**src/logic/paiou_defines.svh**
```systemverilog
// Offsets, area limits, reset values and counts of the advanced instruction operand unit
`ifndef PAIOU_DEFINES_SVH
`define PAIOU_DEFINES_SVH

// Repeat count limits, accepted range is 1 through 99
`define PAIOU_REP_MIN      7'h01
`define PAIOU_REP_MAX      7'h63

// Points per word of a bit operand
`define PAIOU_BIT_PTS      18'h0_0010

// Last valid linear point or word index of each operand area
`define PAIOU_END_IN       18'h0_00FF
`define PAIOU_END_OUT      18'h0_00F7
`define PAIOU_END_MR       18'h0_03FF
`define PAIOU_END_SMR      18'h0_007F
`define PAIOU_END_SR       18'h0_00FF
`define PAIOU_END_TMR      18'h0_00FF
`define PAIOU_END_CNT      18'h0_00FF
`define PAIOU_END_DR       18'h0_0513
`define PAIOU_END_DX       18'h0_176F
`define PAIOU_END_DS       18'h0_00C7

// Reset values
`define PAIOU_WORD_RST     16'h0000
`define PAIOU_ITER_RST     7'h00

`endif

```
**src/logic/paiou_pkg.sv**
```systemverilog
// Types shared by the advanced instruction operand unit
package paiou_pkg;

    typedef enum logic [3:0] {
        AREA_IN, AREA_OUT, AREA_MR, AREA_SMR, AREA_SR,
        AREA_TMR, AREA_CNT, AREA_DR, AREA_DX, AREA_DS, AREA_CONST
    } paiou_area_type;

    typedef enum logic [2:0] {
        OP_NOP, OP_MOV, OP_ADD, OP_SUB, OP_DIV, OP_AND, OP_XYC
    } paiou_op_type;

    typedef enum logic {DT_WORD, DT_INT} paiou_dtype_type;

    typedef struct packed {
        paiou_area_type area;
        logic [15:0]    addr;
        logic           rep_on;
        logic [6:0]     rep_cnt;
    } paiou_opnd_type;

    typedef struct packed {
        paiou_op_type    op;
        paiou_dtype_type dtype;
        paiou_opnd_type  src1;
        paiou_opnd_type  src2;
        paiou_opnd_type  dst;
    } paiou_instr_type;

    typedef struct packed {
        paiou_area_type area;
        logic [15:0]    addr;
    } paiou_ref_type;

    typedef struct packed {
        logic           en;
        paiou_area_type area;
        logic [15:0]    addr;
        logic [15:0]    data;
    } paiou_wr_type;

    typedef struct packed {
        logic [15:0] lo;
        logic [15:0] hi;
        logic        carry;
        logic        borrow;
        logic        div0;
    } paiou_alu_res_type;

    // Bit areas are addressed in points and taken sixteen at a time
    function automatic logic is_bit(input paiou_area_type a);
        return (a == AREA_IN) || (a == AREA_OUT) || (a == AREA_MR) ||
               (a == AREA_SMR) || (a == AREA_SR);
    endfunction

    // Cycles an operand asks for, one when repeat is off
    function automatic logic [6:0] rep_of(input paiou_opnd_type o);
        return o.rep_on ? o.rep_cnt : 7'h01;
    endfunction

endpackage

```
**src/logic/paiou_alu.sv**
```systemverilog
// Word and integer arithmetic of the advanced instruction operand unit
`timescale 1ns/100ps

module paiou_alu (
    // Operation select
    input  wire paiou_pkg::paiou_op_type    op,
    input  wire paiou_pkg::paiou_dtype_type dtype,
    // Operands
    input  wire logic [15:0]                a,
    input  wire logic [15:0]                b,
    // Result
    output paiou_pkg::paiou_alu_res_type    res
);
    import paiou_pkg::*;

    // Seventeen bit sign or zero extension, shared by add and subtract
    function automatic logic [16:0] ext17(input logic [15:0] v, input logic sgn);
        return {sgn & v[15], v};
    endfunction

    logic        sgn;
    logic [16:0] sum;
    logic [16:0] dif;
    logic        ovf_add;
    logic        ovf_sub;
    logic [15:0] quo;
    logic [15:0] rem;

    assign sgn = (dtype == DT_INT);
    assign sum = 17'(ext17(a, sgn) + ext17(b, sgn));
    assign dif = 17'(ext17(a, sgn) - ext17(b, sgn));
    // Signed overflow shows as the two top bits parting
    assign ovf_add = sgn ? (sum[16] != sum[15]) : sum[16];
    assign ovf_sub = sgn ? (dif[16] != dif[15]) : (a < b);
    assign quo = (b == 16'h0000) ? 16'h0000 :
                 sgn ? 16'($signed(a) / $signed(b)) : 16'(a / b);
    assign rem = (b == 16'h0000) ? 16'h0000 :
                 sgn ? 16'($signed(a) % $signed(b)) : 16'(a % b);

    // Results wrap to sixteen bits; flags tell the program it happened
    always_comb begin
        res = '0;
        unique case (op)
            OP_ADD: begin
                res.lo    = sum[15:0];
                res.carry = ovf_add;
            end
            OP_SUB: begin
                res.lo     = dif[15:0];
                res.borrow = ovf_sub;
            end
            OP_DIV: begin
                res.lo   = quo;
                res.hi   = rem;
                res.div0 = (b == 16'h0000);
            end
            OP_AND:  res.lo = a & b;
            default: res.lo = a;
        endcase
    end

endmodule // paiou_alu

```
**src/logic/paiou_exec_unit.sv**
```systemverilog
// Scan-time operand and execution control of the advanced instructions
//
// What the document says
// RQ1: Each operand has repeat flag and count; counts outside 1..99 are rejected.
// RQ2: Instruction carries a data type choosing unsigned word or signed integer.
// RQ3: Source operands give 16-bit values; a second source is supported.
// RQ4: Destinations take 16-bit results; division writes two consecutive words.
// RQ5: Program puts a contact before every instruction but a few exceptions.
// RQ6: Instruction runs on every scan while its input condition is true.
// RQ7: False input condition skips the instruction, leaving operands unchanged.
// RQ8: Program uses edge single-output elements to run only once per transition.
// RQ9: A bit operand means sixteen consecutive points taken as one word.
// RQ10: Timer or counter source gives current value; data registers read directly.
// RQ11: Timer or counter destination receives the result as its preset.
// RQ12: Timers count down from preset, so their value is remaining time.
// RQ13: Adding counters count up from zero; reversible ones move from preset.
// RQ14: Destination timer or counter preset set by register gives execution error.
// RQ15: Type choice only for move, compare, arithmetic; others fixed word or integer.
// RQ16: Word is 0..65535, integer is 16-bit two's complement, one register each.
// RQ17: Word add over 65535 sets carry; subtract below zero sets borrow.
// RQ18: Integer overflow sets carry or borrow and keeps the wrapped pattern.
// RQ19: Operand areas are separate with their own ends, never running over.
// RQ20: Any operand span past its area end is rejected as syntax error.
// RQ21: Repeated bit operands step by sixteen points; out-of-area steps are invalid.
// RQ22: No-operation does nothing, needs no contact or operand, just takes time.
// RQ23: Carry, borrow and execution error are latched for the program to read.
`timescale 1ns/100ps
`include "paiou_defines.svh"

module paiou_exec_unit (
    // Clock and reset
    input  wire logic                       mclk,
    input  wire logic                       rst_n,
    // Scan request
    input  wire logic                       scan_start,
    input  wire paiou_pkg::paiou_instr_type instr,
    input  wire logic                       input_cond,
    // Operand reads, answered in the same cycle
    output paiou_pkg::paiou_ref_type        rd1_ref,
    input  wire logic [15:0]                rd1_data,
    output paiou_pkg::paiou_ref_type        rd2_ref,
    input  wire logic [15:0]                rd2_data,
    // Destination preset source lookup
    output paiou_pkg::paiou_ref_type        dst_ref,
    input  wire logic                       dst_preset_from_dr,
    // Operand writes
    output paiou_pkg::paiou_wr_type         wr_q,
    // Status
    output logic                            busy,
    output logic                            done_q,
    output logic                            carry_flag_q,
    output logic                            borrow_flag_q,
    output logic                            exec_err_q,
    output logic                            syntax_err_q
);
    import paiou_pkg::*;

    typedef enum logic [1:0] {ST_IDLE, ST_RUN, ST_HI, ST_GAP} paiou_state_type;

    paiou_state_type   st_q;
    paiou_state_type   st_d;
    paiou_instr_type   ins_q;
    logic [6:0]        iter_q;
    logic [6:0]        n_q;
    logic [15:0]       hi_q;
    paiou_alu_res_type res;
    paiou_dtype_type   eff_type;
    logic              two_src;
    logic              two_dst;
    logic              ok1;
    logic              ok2;
    logic              okd;
    logic              span_ok;
    logic [6:0]        n_cyc;
    logic              accept;
    logic              take;
    logic              last_iter;
    logic              tc_dst;
    logic              run_err;
    logic              run_wr;
    paiou_ref_type     dst_hi_ref;

    // Address of an operand in a given cycle, sixteen points per step for bits
    function automatic paiou_ref_type opnd_at(input paiou_opnd_type o,
                                              input logic [6:0] it,
                                              input logic pair, input logic hi);
        logic [15:0] step;
        logic [15:0] idx;
        step = is_bit(o.area) ? 16'h0010 : 16'h0001;
        idx  = o.rep_on ? 16'(it) : 16'h0000;
        if (pair) begin
            idx = 16'(idx * 16'h0002);
        end
        opnd_at.area = o.area;
        if (o.area == AREA_CONST) begin
            opnd_at.addr = o.addr;
        end else begin
            opnd_at.addr = 16'(o.addr + idx * step + (hi ? step : 16'h0000));
        end
    endfunction

    // Larger of two cycle counts
    function automatic logic [6:0] max7(input logic [6:0] x, input logic [6:0] y);
        return (x > y) ? x : y;
    endfunction

    // Operand shape of the requested instruction
    assign two_src = instr.op inside {OP_ADD, OP_SUB, OP_DIV, OP_AND}; // RQ3
    assign two_dst = (instr.op == OP_DIV); // RQ4

    // Span checks run on the incoming instruction before anything is touched
    paiou_range_check u_chk_src1 (
        .opnd     (instr.src1),
        .is_dst   (1'b0),
        .two_word (1'b0),
        .in_range (ok1)
    );

    paiou_range_check u_chk_src2 (
        .opnd     (instr.src2),
        .is_dst   (1'b0),
        .two_word (1'b0),
        .in_range (ok2)
    );

    paiou_range_check u_chk_dst (
        .opnd     (instr.dst),
        .is_dst   (1'b1),
        .two_word (two_dst),
        .in_range (okd)
    );

    // Repeat cycles are the longest of the operands that repeat
    assign span_ok = ok1 && okd && (ok2 || !two_src); // RQ1 RQ19 RQ20 RQ21
    assign n_cyc   = max7(max7(rep_of(instr.src1), rep_of(instr.dst)),
                          two_src ? rep_of(instr.src2) : 7'h01);

    // A scan request is only seen while idle; no-operation needs no contact
    assign accept = (st_q == ST_IDLE) && scan_start;
    assign take   = accept && (instr.op != OP_NOP) && input_cond && span_ok; // RQ6 RQ7 RQ22

    // Type select only for move and arithmetic; others are fixed
    always_comb begin
        unique case (ins_q.op)
            OP_MOV, OP_ADD, OP_SUB, OP_DIV: eff_type = ins_q.dtype; // RQ2 RQ15
            OP_XYC:                         eff_type = DT_INT; // RQ15
            default:                        eff_type = DT_WORD; // RQ15 RQ16
        endcase
    end

    // Current references; bit areas give sixteen points as one word
    // Timer counting direction is the timer's own; its value passes through as is
    assign rd1_ref = opnd_at(ins_q.src1, iter_q, 1'b0, 1'b0); // RQ9 RQ10 RQ21 RQ12 RQ13
    assign rd2_ref = opnd_at(ins_q.src2, iter_q, 1'b0, 1'b0); // RQ3
    assign dst_ref = opnd_at(ins_q.dst, iter_q, ins_q.op == OP_DIV, 1'b0); // RQ4 RQ21
    // Second result word sits one step past the first
    assign dst_hi_ref = opnd_at(ins_q.dst, iter_q, 1'b1, 1'b1); // RQ4

    paiou_alu u_alu (
        .op    (ins_q.op),
        .dtype (eff_type),
        .a     (rd1_data),
        .b     (rd2_data),
        .res   (res)
    );

    // A timer or counter whose preset comes from a register cannot be written
    assign tc_dst    = ins_q.dst.area inside {AREA_TMR, AREA_CNT}; // RQ11
    assign run_err   = (st_q == ST_RUN) &&
                       ((tc_dst && dst_preset_from_dr) || res.div0); // RQ14
    assign run_wr    = (st_q == ST_RUN) && !run_err;
    assign last_iter = (iter_q == 7'(n_q - 7'h01));
    assign busy      = (st_q != ST_IDLE);

    // Each cycle waits one gap so overlapped repeats read fresh data
    always_comb begin
        st_d = st_q;
        unique case (st_q)
            ST_IDLE: begin
                if (take) begin
                    st_d = ST_RUN;
                end
            end
            ST_RUN: begin
                if (run_err) begin
                    st_d = ST_IDLE;
                end else if (ins_q.op == OP_DIV) begin
                    st_d = ST_HI;
                end else begin
                    st_d = ST_GAP;
                end
            end
            ST_HI: st_d = ST_GAP;
            ST_GAP: begin
                st_d = last_iter ? ST_IDLE : ST_RUN;
            end
        endcase
    end

    // State, instruction and cycle count
    always_ff @(posedge mclk or negedge rst_n) begin
        if (!rst_n) begin
            st_q   <= ST_IDLE;
            ins_q  <= '0;
            iter_q <= `PAIOU_ITER_RST;
            n_q    <= `PAIOU_ITER_RST;
        end else begin
            st_q <= st_d;
            if (take) begin
                ins_q  <= instr;
                iter_q <= `PAIOU_ITER_RST;
                n_q    <= n_cyc;
            end else if (st_q == ST_GAP) begin
                iter_q <= 7'(iter_q + 7'h01);
            end
        end
    end

    // Remainder kept for the second destination word
    always_ff @(posedge mclk or negedge rst_n) begin
        if (!rst_n) begin
            hi_q <= `PAIOU_WORD_RST;
        end else if (st_q == ST_RUN) begin
            hi_q <= res.hi;
        end
    end

    // Registered write port; nothing is written on skip, error or no-operation
    always_ff @(posedge mclk or negedge rst_n) begin
        if (!rst_n) begin
            wr_q <= '0;
        end else if (run_wr) begin
            wr_q <= {1'b1, dst_ref.area, dst_ref.addr, res.lo}; // RQ4 RQ11 RQ17 RQ18
        end else if (st_q == ST_HI) begin
            wr_q <= {1'b1, ins_q.dst.area,
                     dst_hi_ref.addr, hi_q}; // RQ4
        end else begin
            wr_q <= '0; // RQ7
        end
    end

    // Flags clear when an instruction starts and latch any event after that
    always_ff @(posedge mclk or negedge rst_n) begin
        if (!rst_n) begin
            carry_flag_q  <= 1'b0;
            borrow_flag_q <= 1'b0;
            exec_err_q    <= 1'b0;
            syntax_err_q  <= 1'b0;
        end else if (accept && instr.op != OP_NOP && input_cond) begin
            carry_flag_q  <= 1'b0;
            borrow_flag_q <= 1'b0;
            exec_err_q    <= 1'b0;
            syntax_err_q  <= !span_ok; // RQ20
        end else if (st_q == ST_RUN) begin
            carry_flag_q  <= carry_flag_q | res.carry; // RQ17 RQ18 RQ23
            borrow_flag_q <= borrow_flag_q | res.borrow; // RQ17 RQ18 RQ23
            exec_err_q    <= exec_err_q | run_err; // RQ14 RQ23
        end
    end

    // One-cycle completion pulse, also for skips, rejects and no-operation
    always_ff @(posedge mclk or negedge rst_n) begin
        if (!rst_n) begin
            done_q <= 1'b0;
        end else begin
            done_q <= (accept && !take) || (busy && st_d == ST_IDLE);
        end
    end

    // Checks on the scan behaviour
    property p_skip;
        @(posedge mclk) disable iff (!rst_n)
        (accept && !input_cond) |=> done_q && !wr_q.en && !busy;
    endproperty
    a_skip: assert property (p_skip) else $error("false condition did not skip"); // RQ7

    property p_nop;
        @(posedge mclk) disable iff (!rst_n)
        (accept && instr.op == OP_NOP) |=> done_q && !wr_q.en ##1 !wr_q.en;
    endproperty
    a_nop: assert property (p_nop) else $error("no-operation acted"); // RQ22

    property p_run;
        @(posedge mclk) disable iff (!rst_n)
        take |=> (st_q == ST_RUN) ##1 (wr_q.en || exec_err_q);
    endproperty
    a_run: assert property (p_run) else $error("true condition did not execute"); // RQ6

    property p_rep_range;
        @(posedge mclk) disable iff (!rst_n)
        (accept && input_cond && instr.op != OP_NOP && instr.dst.rep_on &&
         instr.dst.rep_cnt > 7'h63) |=> syntax_err_q && done_q && !busy;
    endproperty
    a_rep_range: assert property (p_rep_range) else $error("bad repeat accepted"); // RQ1

    property p_word_carry;
        @(posedge mclk) disable iff (!rst_n)
        (st_q == ST_RUN && ins_q.op == OP_ADD && eff_type == DT_WORD &&
         ({1'b0, rd1_data} + {1'b0, rd2_data} > 17'h0_FFFF)) |=> carry_flag_q;
    endproperty
    a_word_carry: assert property (p_word_carry) else $error("carry missed"); // RQ17

    property p_int_borrow;
        @(posedge mclk) disable iff (!rst_n)
        (st_q == ST_RUN && ins_q.op == OP_SUB && eff_type == DT_INT &&
         rd1_data == 16'h8000 && rd2_data == 16'h0001 && !run_err)
        |=> borrow_flag_q && wr_q.data == 16'h7FFF;
    endproperty
    a_int_borrow: assert property (p_int_borrow) else $error("integer borrow wrong"); // RQ18

    property p_exec_err;
        @(posedge mclk) disable iff (!rst_n)
        (st_q == ST_RUN && tc_dst && dst_preset_from_dr)
        |=> exec_err_q && !wr_q.en && done_q;
    endproperty
    a_exec_err: assert property (p_exec_err) else $error("preset write not blocked"); // RQ14

    property p_div_pair;
        @(posedge mclk) disable iff (!rst_n)
        (st_q == ST_RUN && ins_q.op == OP_DIV && !run_err)
        |=> wr_q.en ##1 (wr_q.en && wr_q.addr != $past(wr_q.addr));
    endproperty
    a_div_pair: assert property (p_div_pair) else $error("second word missing"); // RQ4

    property p_done_bound;
        @(posedge mclk) disable iff (!rst_n)
        accept |-> ##[1:310] done_q;
    endproperty
    a_done_bound: assert property (p_done_bound) else $error("instruction never ended"); // RQ6

    property p_span;
        @(posedge mclk) disable iff (!rst_n)
        (accept && input_cond && instr.op != OP_NOP && !span_ok) |=> syntax_err_q && !busy;
    endproperty
    a_span: assert property (p_span) else $error("span not rejected"); // RQ20

    c_repeat: cover property (@(posedge mclk) disable iff (!rst_n)
        take && n_cyc > 7'h02);
    c_div: cover property (@(posedge mclk) disable iff (!rst_n)
        st_q == ST_HI);
    c_syntax: cover property (@(posedge mclk) disable iff (!rst_n)
        accept && input_cond && !span_ok);
    c_exec_err: cover property (@(posedge mclk) disable iff (!rst_n)
        run_err);

endmodule // paiou_exec_unit

```
**src/logic/paiou_range_check.sv**
```systemverilog
// Span check of one operand against the end of its own area
`timescale 1ns/100ps
`include "paiou_defines.svh"

module paiou_range_check (
    // Operand under test
    input  wire paiou_pkg::paiou_opnd_type opnd,
    input  wire logic                      is_dst,
    input  wire logic                      two_word,
    // Verdict
    output logic                           in_range
);
    import paiou_pkg::*;

    logic [17:0] area_end;
    logic [17:0] units;
    logic [17:0] pts;
    logic [17:0] last;
    logic        cnt_ok;
    logic        dst_ok;

    // Areas never run into each other, so each has its own end
    always_comb begin
        unique case (opnd.area)
            AREA_IN:  area_end = `PAIOU_END_IN;
            AREA_OUT: area_end = `PAIOU_END_OUT;
            AREA_MR:  area_end = `PAIOU_END_MR;
            AREA_SMR: area_end = `PAIOU_END_SMR;
            AREA_SR:  area_end = `PAIOU_END_SR;
            AREA_TMR: area_end = `PAIOU_END_TMR;
            AREA_CNT: area_end = `PAIOU_END_CNT;
            AREA_DR:  area_end = `PAIOU_END_DR;
            AREA_DX:  area_end = `PAIOU_END_DX;
            AREA_DS:  area_end = `PAIOU_END_DS;
            default:  area_end = 18'h3_FFFF;
        endcase
    end

    // Whole span: every repeat cycle, each with a second result word when two are written
    assign cnt_ok = !opnd.rep_on ||
                    (opnd.rep_cnt >= `PAIOU_REP_MIN && opnd.rep_cnt <= `PAIOU_REP_MAX);
    assign units  = 18'(rep_of(opnd)) * (two_word ? 18'h0_0002 : 18'h0_0001);
    assign pts    = is_bit(opnd.area) ? 18'(units * `PAIOU_BIT_PTS) : units;
    assign last   = 18'({2'b00, opnd.addr} + pts - 18'h0_0001);
    // Inputs, special relays and constants cannot take a result
    assign dst_ok = !is_dst || !(opnd.area inside {AREA_IN, AREA_SMR, AREA_CONST});
    assign in_range = cnt_ok && dst_ok &&
                      ((opnd.area == AREA_CONST) || (last <= area_end));

endmodule // paiou_range_check

```
**config.mk**
```make
export PLATFORM = sky130hd
export DESIGN_NAME = paiou_exec_unit
export DESIGN_NICKNAME = d
export VERILOG_FILES = /design/src/logic/paiou_pkg.sv /design/src/logic/paiou_alu.sv /design/src/logic/paiou_exec_unit.sv /design/src/logic/paiou_range_check.sv
export VERILOG_INCLUDE_DIRS = /design/src /design/src/logic
export SDC_FILE = /design/constraint.sdc
export NUM_CORES = 2
export LEC_CHECK = 0
export BUFFER_PORTS_ARGS = -buffer_cell sky130_fd_sc_hd__buf_2
export CAP_MARGIN = 20
export CELL_PAD_IN_SITES_DETAIL_PLACEMENT = 1
export CELL_PAD_IN_SITES_GLOBAL_PLACEMENT = 1
export CORE_AREA = 4 4 305 381
export CTS_CLUSTER_DIAMETER = 50
export DETAILED_ROUTE_END_ITERATION = 10
export DIE_AREA = 0 0 309 385
export PLACE_DENSITY = 0.54
export SETUP_SLACK_MARGIN = 0.1
export SYNTH_ARGS = -nofsm -noshare
export SYNTH_HDL_FRONTEND = slang
export SYNTH_SLANG_ARGS = --single-unit
```
**constraint.sdc**
```tcl
create_clock -name mclk -period 10 [get_ports mclk]
set_clock_uncertainty 0.2 [all_clocks]
set_input_delay 1.5 -clock mclk [delete_from_list [all_inputs] [get_ports mclk]]
set_output_delay 1.5 -clock mclk [all_outputs]
set_load 0.03 [all_outputs]
```
# After elaboration in Yosys (flattened, before gate mapping)
# Memories as Yosys holds them, arrays and structs flattened.
# Index checks and enable logic that the tools add are counted.
dict set report word_totals {
  out_inout_bits 103
  input_bits 125
  memories 3
  elab_cells 241
  reg_bits 141
  romBits 768
}
dict set report classes {
  mul 5
  muxes 48
  addsub 15
  order_cmp 12
  n_bitwise 6
  n_eq_ne 48
  div_mod_pow 4
  n_reduce_logical 76
}
# name depth width read_ports rd_ports_with_merged_regs write_ports line
set memory_table {}
lappend memory_table {{(no name shown)} 16 16 1 0 0 paiou_range_check.sv:24} ;# unique case (opnd.area)
lappend memory_table {{(no name shown)} 16 16 1 0 0 paiou_range_check.sv:24}
lappend memory_table {{(no name shown)} 16 16 1 0 0 paiou_range_check.sv:24}
# cell n
set ops {}
lappend ops {{$mux 16} 9}
lappend ops {{$mux 7} 11}
lappend ops {{$mux 37} 2}
lappend ops {{$pmux 16 s4} 1}
lappend ops {{$add 16x18->18} 3}
lappend ops {{$le 18x18->1} 3}
lappend ops {{$sub 18x1->18 const B} 3}
lappend ops {{$eq 4x2->1 const B} 12}
lappend ops {{$mul 7x5->12} 3}
lappend ops {{$logic_or 1x1->1} 33}
lappend ops {{$add 16x12->16} 2}
lappend ops {{$div 16x16->16} 2}
lappend ops {{$eq 4x3->1 const B} 8}
lappend ops {{$mod 16x16->16} 2}
lappend ops {{$eq 4x1->1 const B} 6}
lappend ops {{$eq 4x4->1 const B} 6}
lappend ops {{$logic_not 4->1} 6}
lappend ops {{$mux 11} 2}
lappend ops {{$ge 7x1->1 const B} 3}
lappend ops {{$le 7x7->1 const B} 3}
lappend ops {{$logic_and 1x1->1} 18}
lappend ops {{$mul 7x18->18} 1}
lappend ops {{$mux 18} 1}
lappend ops {{$add 17x17->17} 1}
lappend ops {{32 further kinds} 73}

# Longest topological paths before layout
dict set report logic_depth {
  ltp_word 19
  ltp_mapped 158
}

# By module
# A second synthesis with hierarchy kept.
dict set report unflattened {
  cells_unflattened 4814
  hier_area_um2 35532.8
}
# mod cells_per_inst area_per_inst_um2 n_inst seq_area_each_um2
set modules_own_cells {}
lappend modules_own_cells {paiou_alu 2740 18811.8 1 0.0}
lappend modules_own_cells {paiou_exec_unit 1266 11056.9 1 3528.4}
lappend modules_own_cells {{paiou_range_check (u_chk_src1 ...)} 271 1901.8 2 0.0}
lappend modules_own_cells {{paiou_range_check (u_chk_dst)} 266 1860.5 1 0.0}

# Worst setup path before layout
# OpenSTA, ideal clock, no wires.
dict set report synth_timing {
  path_kind {input to register}
  startpoint {input rd2_data[0]}
  endpoint {register hi_q[12]}
  arrival_ns 32.615
  path_buffers 17
  path_slack_ns -22.898
  path_stages 146
  cell_sequence {inv_1 -> ha_1 -> or3b_1 -> clkbuf_1 -> o311ai_0 -> nand4b_1 -> or4_1 -> buf_2 -> buf_1 -> nor3_1 -> nand3_1 -> a22oi_1 -> ha_1 -> o21a_1 -> o21a_1 -> a41o_1 -> o21a_1 -> ha_1 -> [... 110 more ...] -> nor2b_1 -> o31a_1 -> o31ai_1 -> a211oi_1 -> o32a_1 -> clkbuf_1 -> inv_1 -> clkbuf_1 -> nor2_1 -> a21oi_1 -> ha_1 -> a21boi_0 -> nor4bb_1 -> nand4_1 -> o21ai_0 -> xnor2_1 -> o21ai_0 -> o21ai_0}
}
dict set report synth_between {
  elab_chain_cells 4
  elab_cells_between_ends 6
}
# item line
set synth_rtl {}
lappend synth_rtl {{start, declared} paiou_exec_unit.sv:42} ;# input wire logic [15:0] rd2_data,
lappend synth_rtl {{$mod 16x16->16} paiou_alu.sv:38} ;# sgn ? 16'($signed(a) % $signed(b)) : 16'(a % b);
lappend synth_rtl {{$mux 16} paiou_alu.sv:38}
lappend synth_rtl {{$mux 16 *} paiou_alu.sv:37} ;# assign rem = (b == 16'h0000) ? 16'h0000 :
lappend synth_rtl {{$mux 16 *} paiou_alu.sv:43} ;# unique case (op)
lappend synth_rtl {{end signal, assigned} paiou_exec_unit.sv:222} ;# hi_q <= `PAIOU_WORD_RST;
lappend synth_rtl {{end signal, assigned} paiou_exec_unit.sv:224} ;# hi_q <= res.hi;
lappend synth_rtl {{end, declared} paiou_exec_unit.sv:65} ;# logic [15:0] hi_q;
# Every way passes the cells marked *; elsewhere a longest branch is shown, timed or not.
# A chain may end at the register's enable or synchronous reset.

# Worst setup path in the final report
dict set report layout_timing {
  startpoint {input rd1_data[1]}
  endpoint {register hi_q[15]}
}
dict set report layout_between {
  elab_chain_cells 4
  elab_cells_between_ends 5
}
# item line
set layout_rtl {}
lappend layout_rtl {{start, declared} paiou_exec_unit.sv:40} ;# input wire logic [15:0] rd1_data,
lappend layout_rtl {{$mod 16x16->16} paiou_alu.sv:38}
lappend layout_rtl {{$mux 16 *} paiou_alu.sv:38}
lappend layout_rtl {{$mux 16 *} paiou_alu.sv:37}
lappend layout_rtl {{$mux 16 *} paiou_alu.sv:43}
# Marks and branches as above.

==> flow_summary.json <==
{
  "status": "finished with violations",
  "violations": "negative setup slack",
  "synth_edf_count": 0,
  "final_nets": 6834,
  "cts_buffer_depth": 2,
  "ys_ff_latch": 141,
  "crit_path_max_incr_delay_ns": 0.56,
  "die_y_um": 385,
  "peakVddDrop_uv": 191,
  "fmax_mhz": 34.0,
  "cap_violations": 0,
  "grt_pass1_wl_mm": 256,
  "place.gp.congestion": 0.941,
  "ys.flop_type": "dfrtp_1",
  "relSlewSlack_pct": 23.2,
  "synthToLayoutAreaGrowth_pct": 54.0,
  "netlist_area_um2": 33600,
  "end_kind": "flip-flop",
  "cp.arrival_ns": 29.57,
  "via_per_inst": 5.42,
  "grt_pass1_vias": 44100,
  "cts_tree": "yes",
  "fin_ws_ns": -19.42,
  "grt_max_degree": 54,
  "yosysWarnings": 0,
  "crit_top_cell": "buf_4",
  "cts-hold-fix-buffers": 0,
  "dp_hpwl_mm": 137,
  "hp-class": "flip-flop to flip-flop",
  "powerDensity_nw_per_um2": 225,
  "drc": 0,
  "antenna_found_initial": 9,
  "drt_iter0_drc": 1695,
  "crit_family": "compound AO/OA/AOI/OAI gates",
  "async_flop_share_pct": 100,
  "fin_area_um2": 51700,
  "dpl_cell_area_um2": 45800,
  "cts_buffers": 17,
  "grt_use_total_pct": 27.8,
  "worst_hold_slack_ns": 0.286,
  "rsz0062_at_grt": "true",
  "vias": 41200,
  "critPathLaunchType": "input pin",
  "ant_nets": 0,
  "tightestPinTransition_ns": 1.15,
  "clk_pin_slew_ns": 0.07,
  "overflow": 0,
  "die_w_um": 309,
  "wl_mm": 171,
  "hold_violations": 0,
  "ys_types": 95,
  "drtPass1Iterations": 5,
  "htreeDepth": 4,
  "worstRegToRegCells": 24,
  "rows": 138,
  "slowest_stage": "or4_1",
  "mostFrequentLayoutCell": "buf_4",
  "clkLatencyLatePin_ns": 0.48,
  "core_um2": 113000,
  "syn_avg_cell_area_um2": 7.41,
  "setup_viol": 32,
  "maxSlewViolCount": 0,
  "die_area_um2": 119000,
  "min_period_ns": 29.42,
  "final_cell_mix": "1420 x buf_4, 530 x ha_1, 366 x inv_1, 334 x nand2_1, 311 x nor2_1",
  "cp.required_ns": 10.15,
  "seq_area_frac_synth_pct": 10.5,
  "cts_sinks": 141,
  "cts_root_buf": "clkbuf_16",
  "p_leak_nw": 25.6,
  "worstHoldPathCells": 1,
  "pin_count": 228,
  "port_buffers": 227,
  "path_class": "input pin to flip-flop",
  "n_fill_cell": 13700,
  "drive_above_1_share_pct": 39.7,
  "worstPathMaxFanout": 7,
  "crit_buf_inv": 63,
  "synthCells": 4530,
  "period_share_pct": 294,
  "routedWlPerCell_um": 22.6,
  "cp_num_cells": 156,
  "start_util_pct": 29.7
}
[cell type report]
type,instances,area [µm²],share of cell area (%)
diodes,10,25.0,0.0484
repair inverters,1,8.76,0.0170
repair buffers,1726,12900,25.0
clock buffers,18,439,0.850
clock inverters,14,158,0.305
flip-flops and latches,141,3530,6.83
multi-input cells,3826,31300,60.6
inverters,384,1460,2.83
well taps,1470,1840,3.56
[sequential cells by signal, indices dropped and copies added (netlist names)]
signal         cells
ins_q             55
wr_q              37
hi_q              16
iter_q             7
n_q                7
dst_ref            4
rd1_ref            4
rd2_ref            4
st_q               2
borrow_flag_q      1
carry_flag_q       1
done_q             1
exec_err_q         1
syntax_err_q       1
[where the power goes]
group          switching [mW]  internal, mW
Sequential              0.348         0.818
Combinational            5.18          4.61
Clock                   0.309         0.378
Total                    5.83          5.81
[per-stage QoR]
| stage | util, % | setup TNS (ns) | worst slack, ns | std cells | power [mW] |
|---|---|---|---|---|---|
| after global routing | 45.7 | -646.20 | -20.51 | 7585 | 12.5 |
| final | 45.8 | -611.77 | -19.42 | 7590 | 11.6 |
| after CTS | 44.4 | -580.62 | -18.36 | 7495 | 11.3 |
| after global placement | 40.6 | -647.23 | -20.65 | 7252 | 9.26 |
| after detailed placement | 40.6 | -660.95 | -21.11 | 7252 | 9.39 |
| after floorplan | - | -590.19 | -18.83 | 4533 | 5.90 |
[logic make-up after synthesis]
kind of cell             share of synthesized area [%]
AND/OR/NAND/NOR                                   20.8
AO/OA/AOI/OAI                                     25.7
adder cells (fa/ha/maj)                           23.3
buffers and inverters                             6.53
XOR/XNOR                                          7.75
multiplexers                                      5.33
flip-flops                                        10.5
other                                           0.0224
[metal layers]
metal  track usage (%)  share of wire [%]
met1              29.7                 38
met2              53.0                 52
met3              3.05                3.6
met4              14.9                6.2
met5                 0             0.0058
[final timing paths]
check	startpoint	to	slack, ns
setup / recovery	rd1_data[1]	hi_q[15]$_DFFE_PN0P_	-19.42
hold / removal	hi_q[3]$_DFFE_PN0P_	hi_q[3]$_DFFE_PN0P_	0.29
setup reg to reg	ins_q[86]$_DFFE_PN0P_	wr_q[30]$_DFF_PN0_	4.09
hold reg to reg	hi_q[3]$_DFFE_PN0P_	hi_q[3]$_DFFE_PN0P_	0.29
max in group asynchronous	rst_n	wr_q[7]$_DFF_PN0_	7.61
min in group asynchronous	rst_n	ins_q[47]$_DFFE_PN0P_	0.77
[timing repair]
action,4_1_cts,5_1_grt
setup buffers,206,92
pin swaps,246,181
gates resized for setup,433,201
cloned,6,0
setup endpoints to repair,32,32
[synthesized netlist by cell type, drive strengths merged, types with 35 or more instances]
cell | count | area, µm²
nor4 | 35 | 225
a21o | 112 | 841
xnor2 | 205 | 1800
o21a | 119 | 893
nand2b | 52 | 325
and2 | 61 | 382
nor2b | 60 | 375
nand4 | 49 | 313
or3 | 48 | 300
nor2 | 353 | 1330
ha | 589 | 7370
clkbuf | 159 | 597
nor3 | 140 | 706
a31oi | 53 | 332
o21ai | 300 | 1500
a21oi | 328 | 1640
o21bai | 65 | 488
inv | 379 | 1420
or2 | 38 | 238
mux2 | 122 | 1380
mux2i | 41 | 410
and3 | 51 | 319
dfrtp | 141 | 3530
nand2 | 361 | 1360
nand3 | 110 | 551
xor2 | 92 | 806
Power figures use the tool's default switching activity.
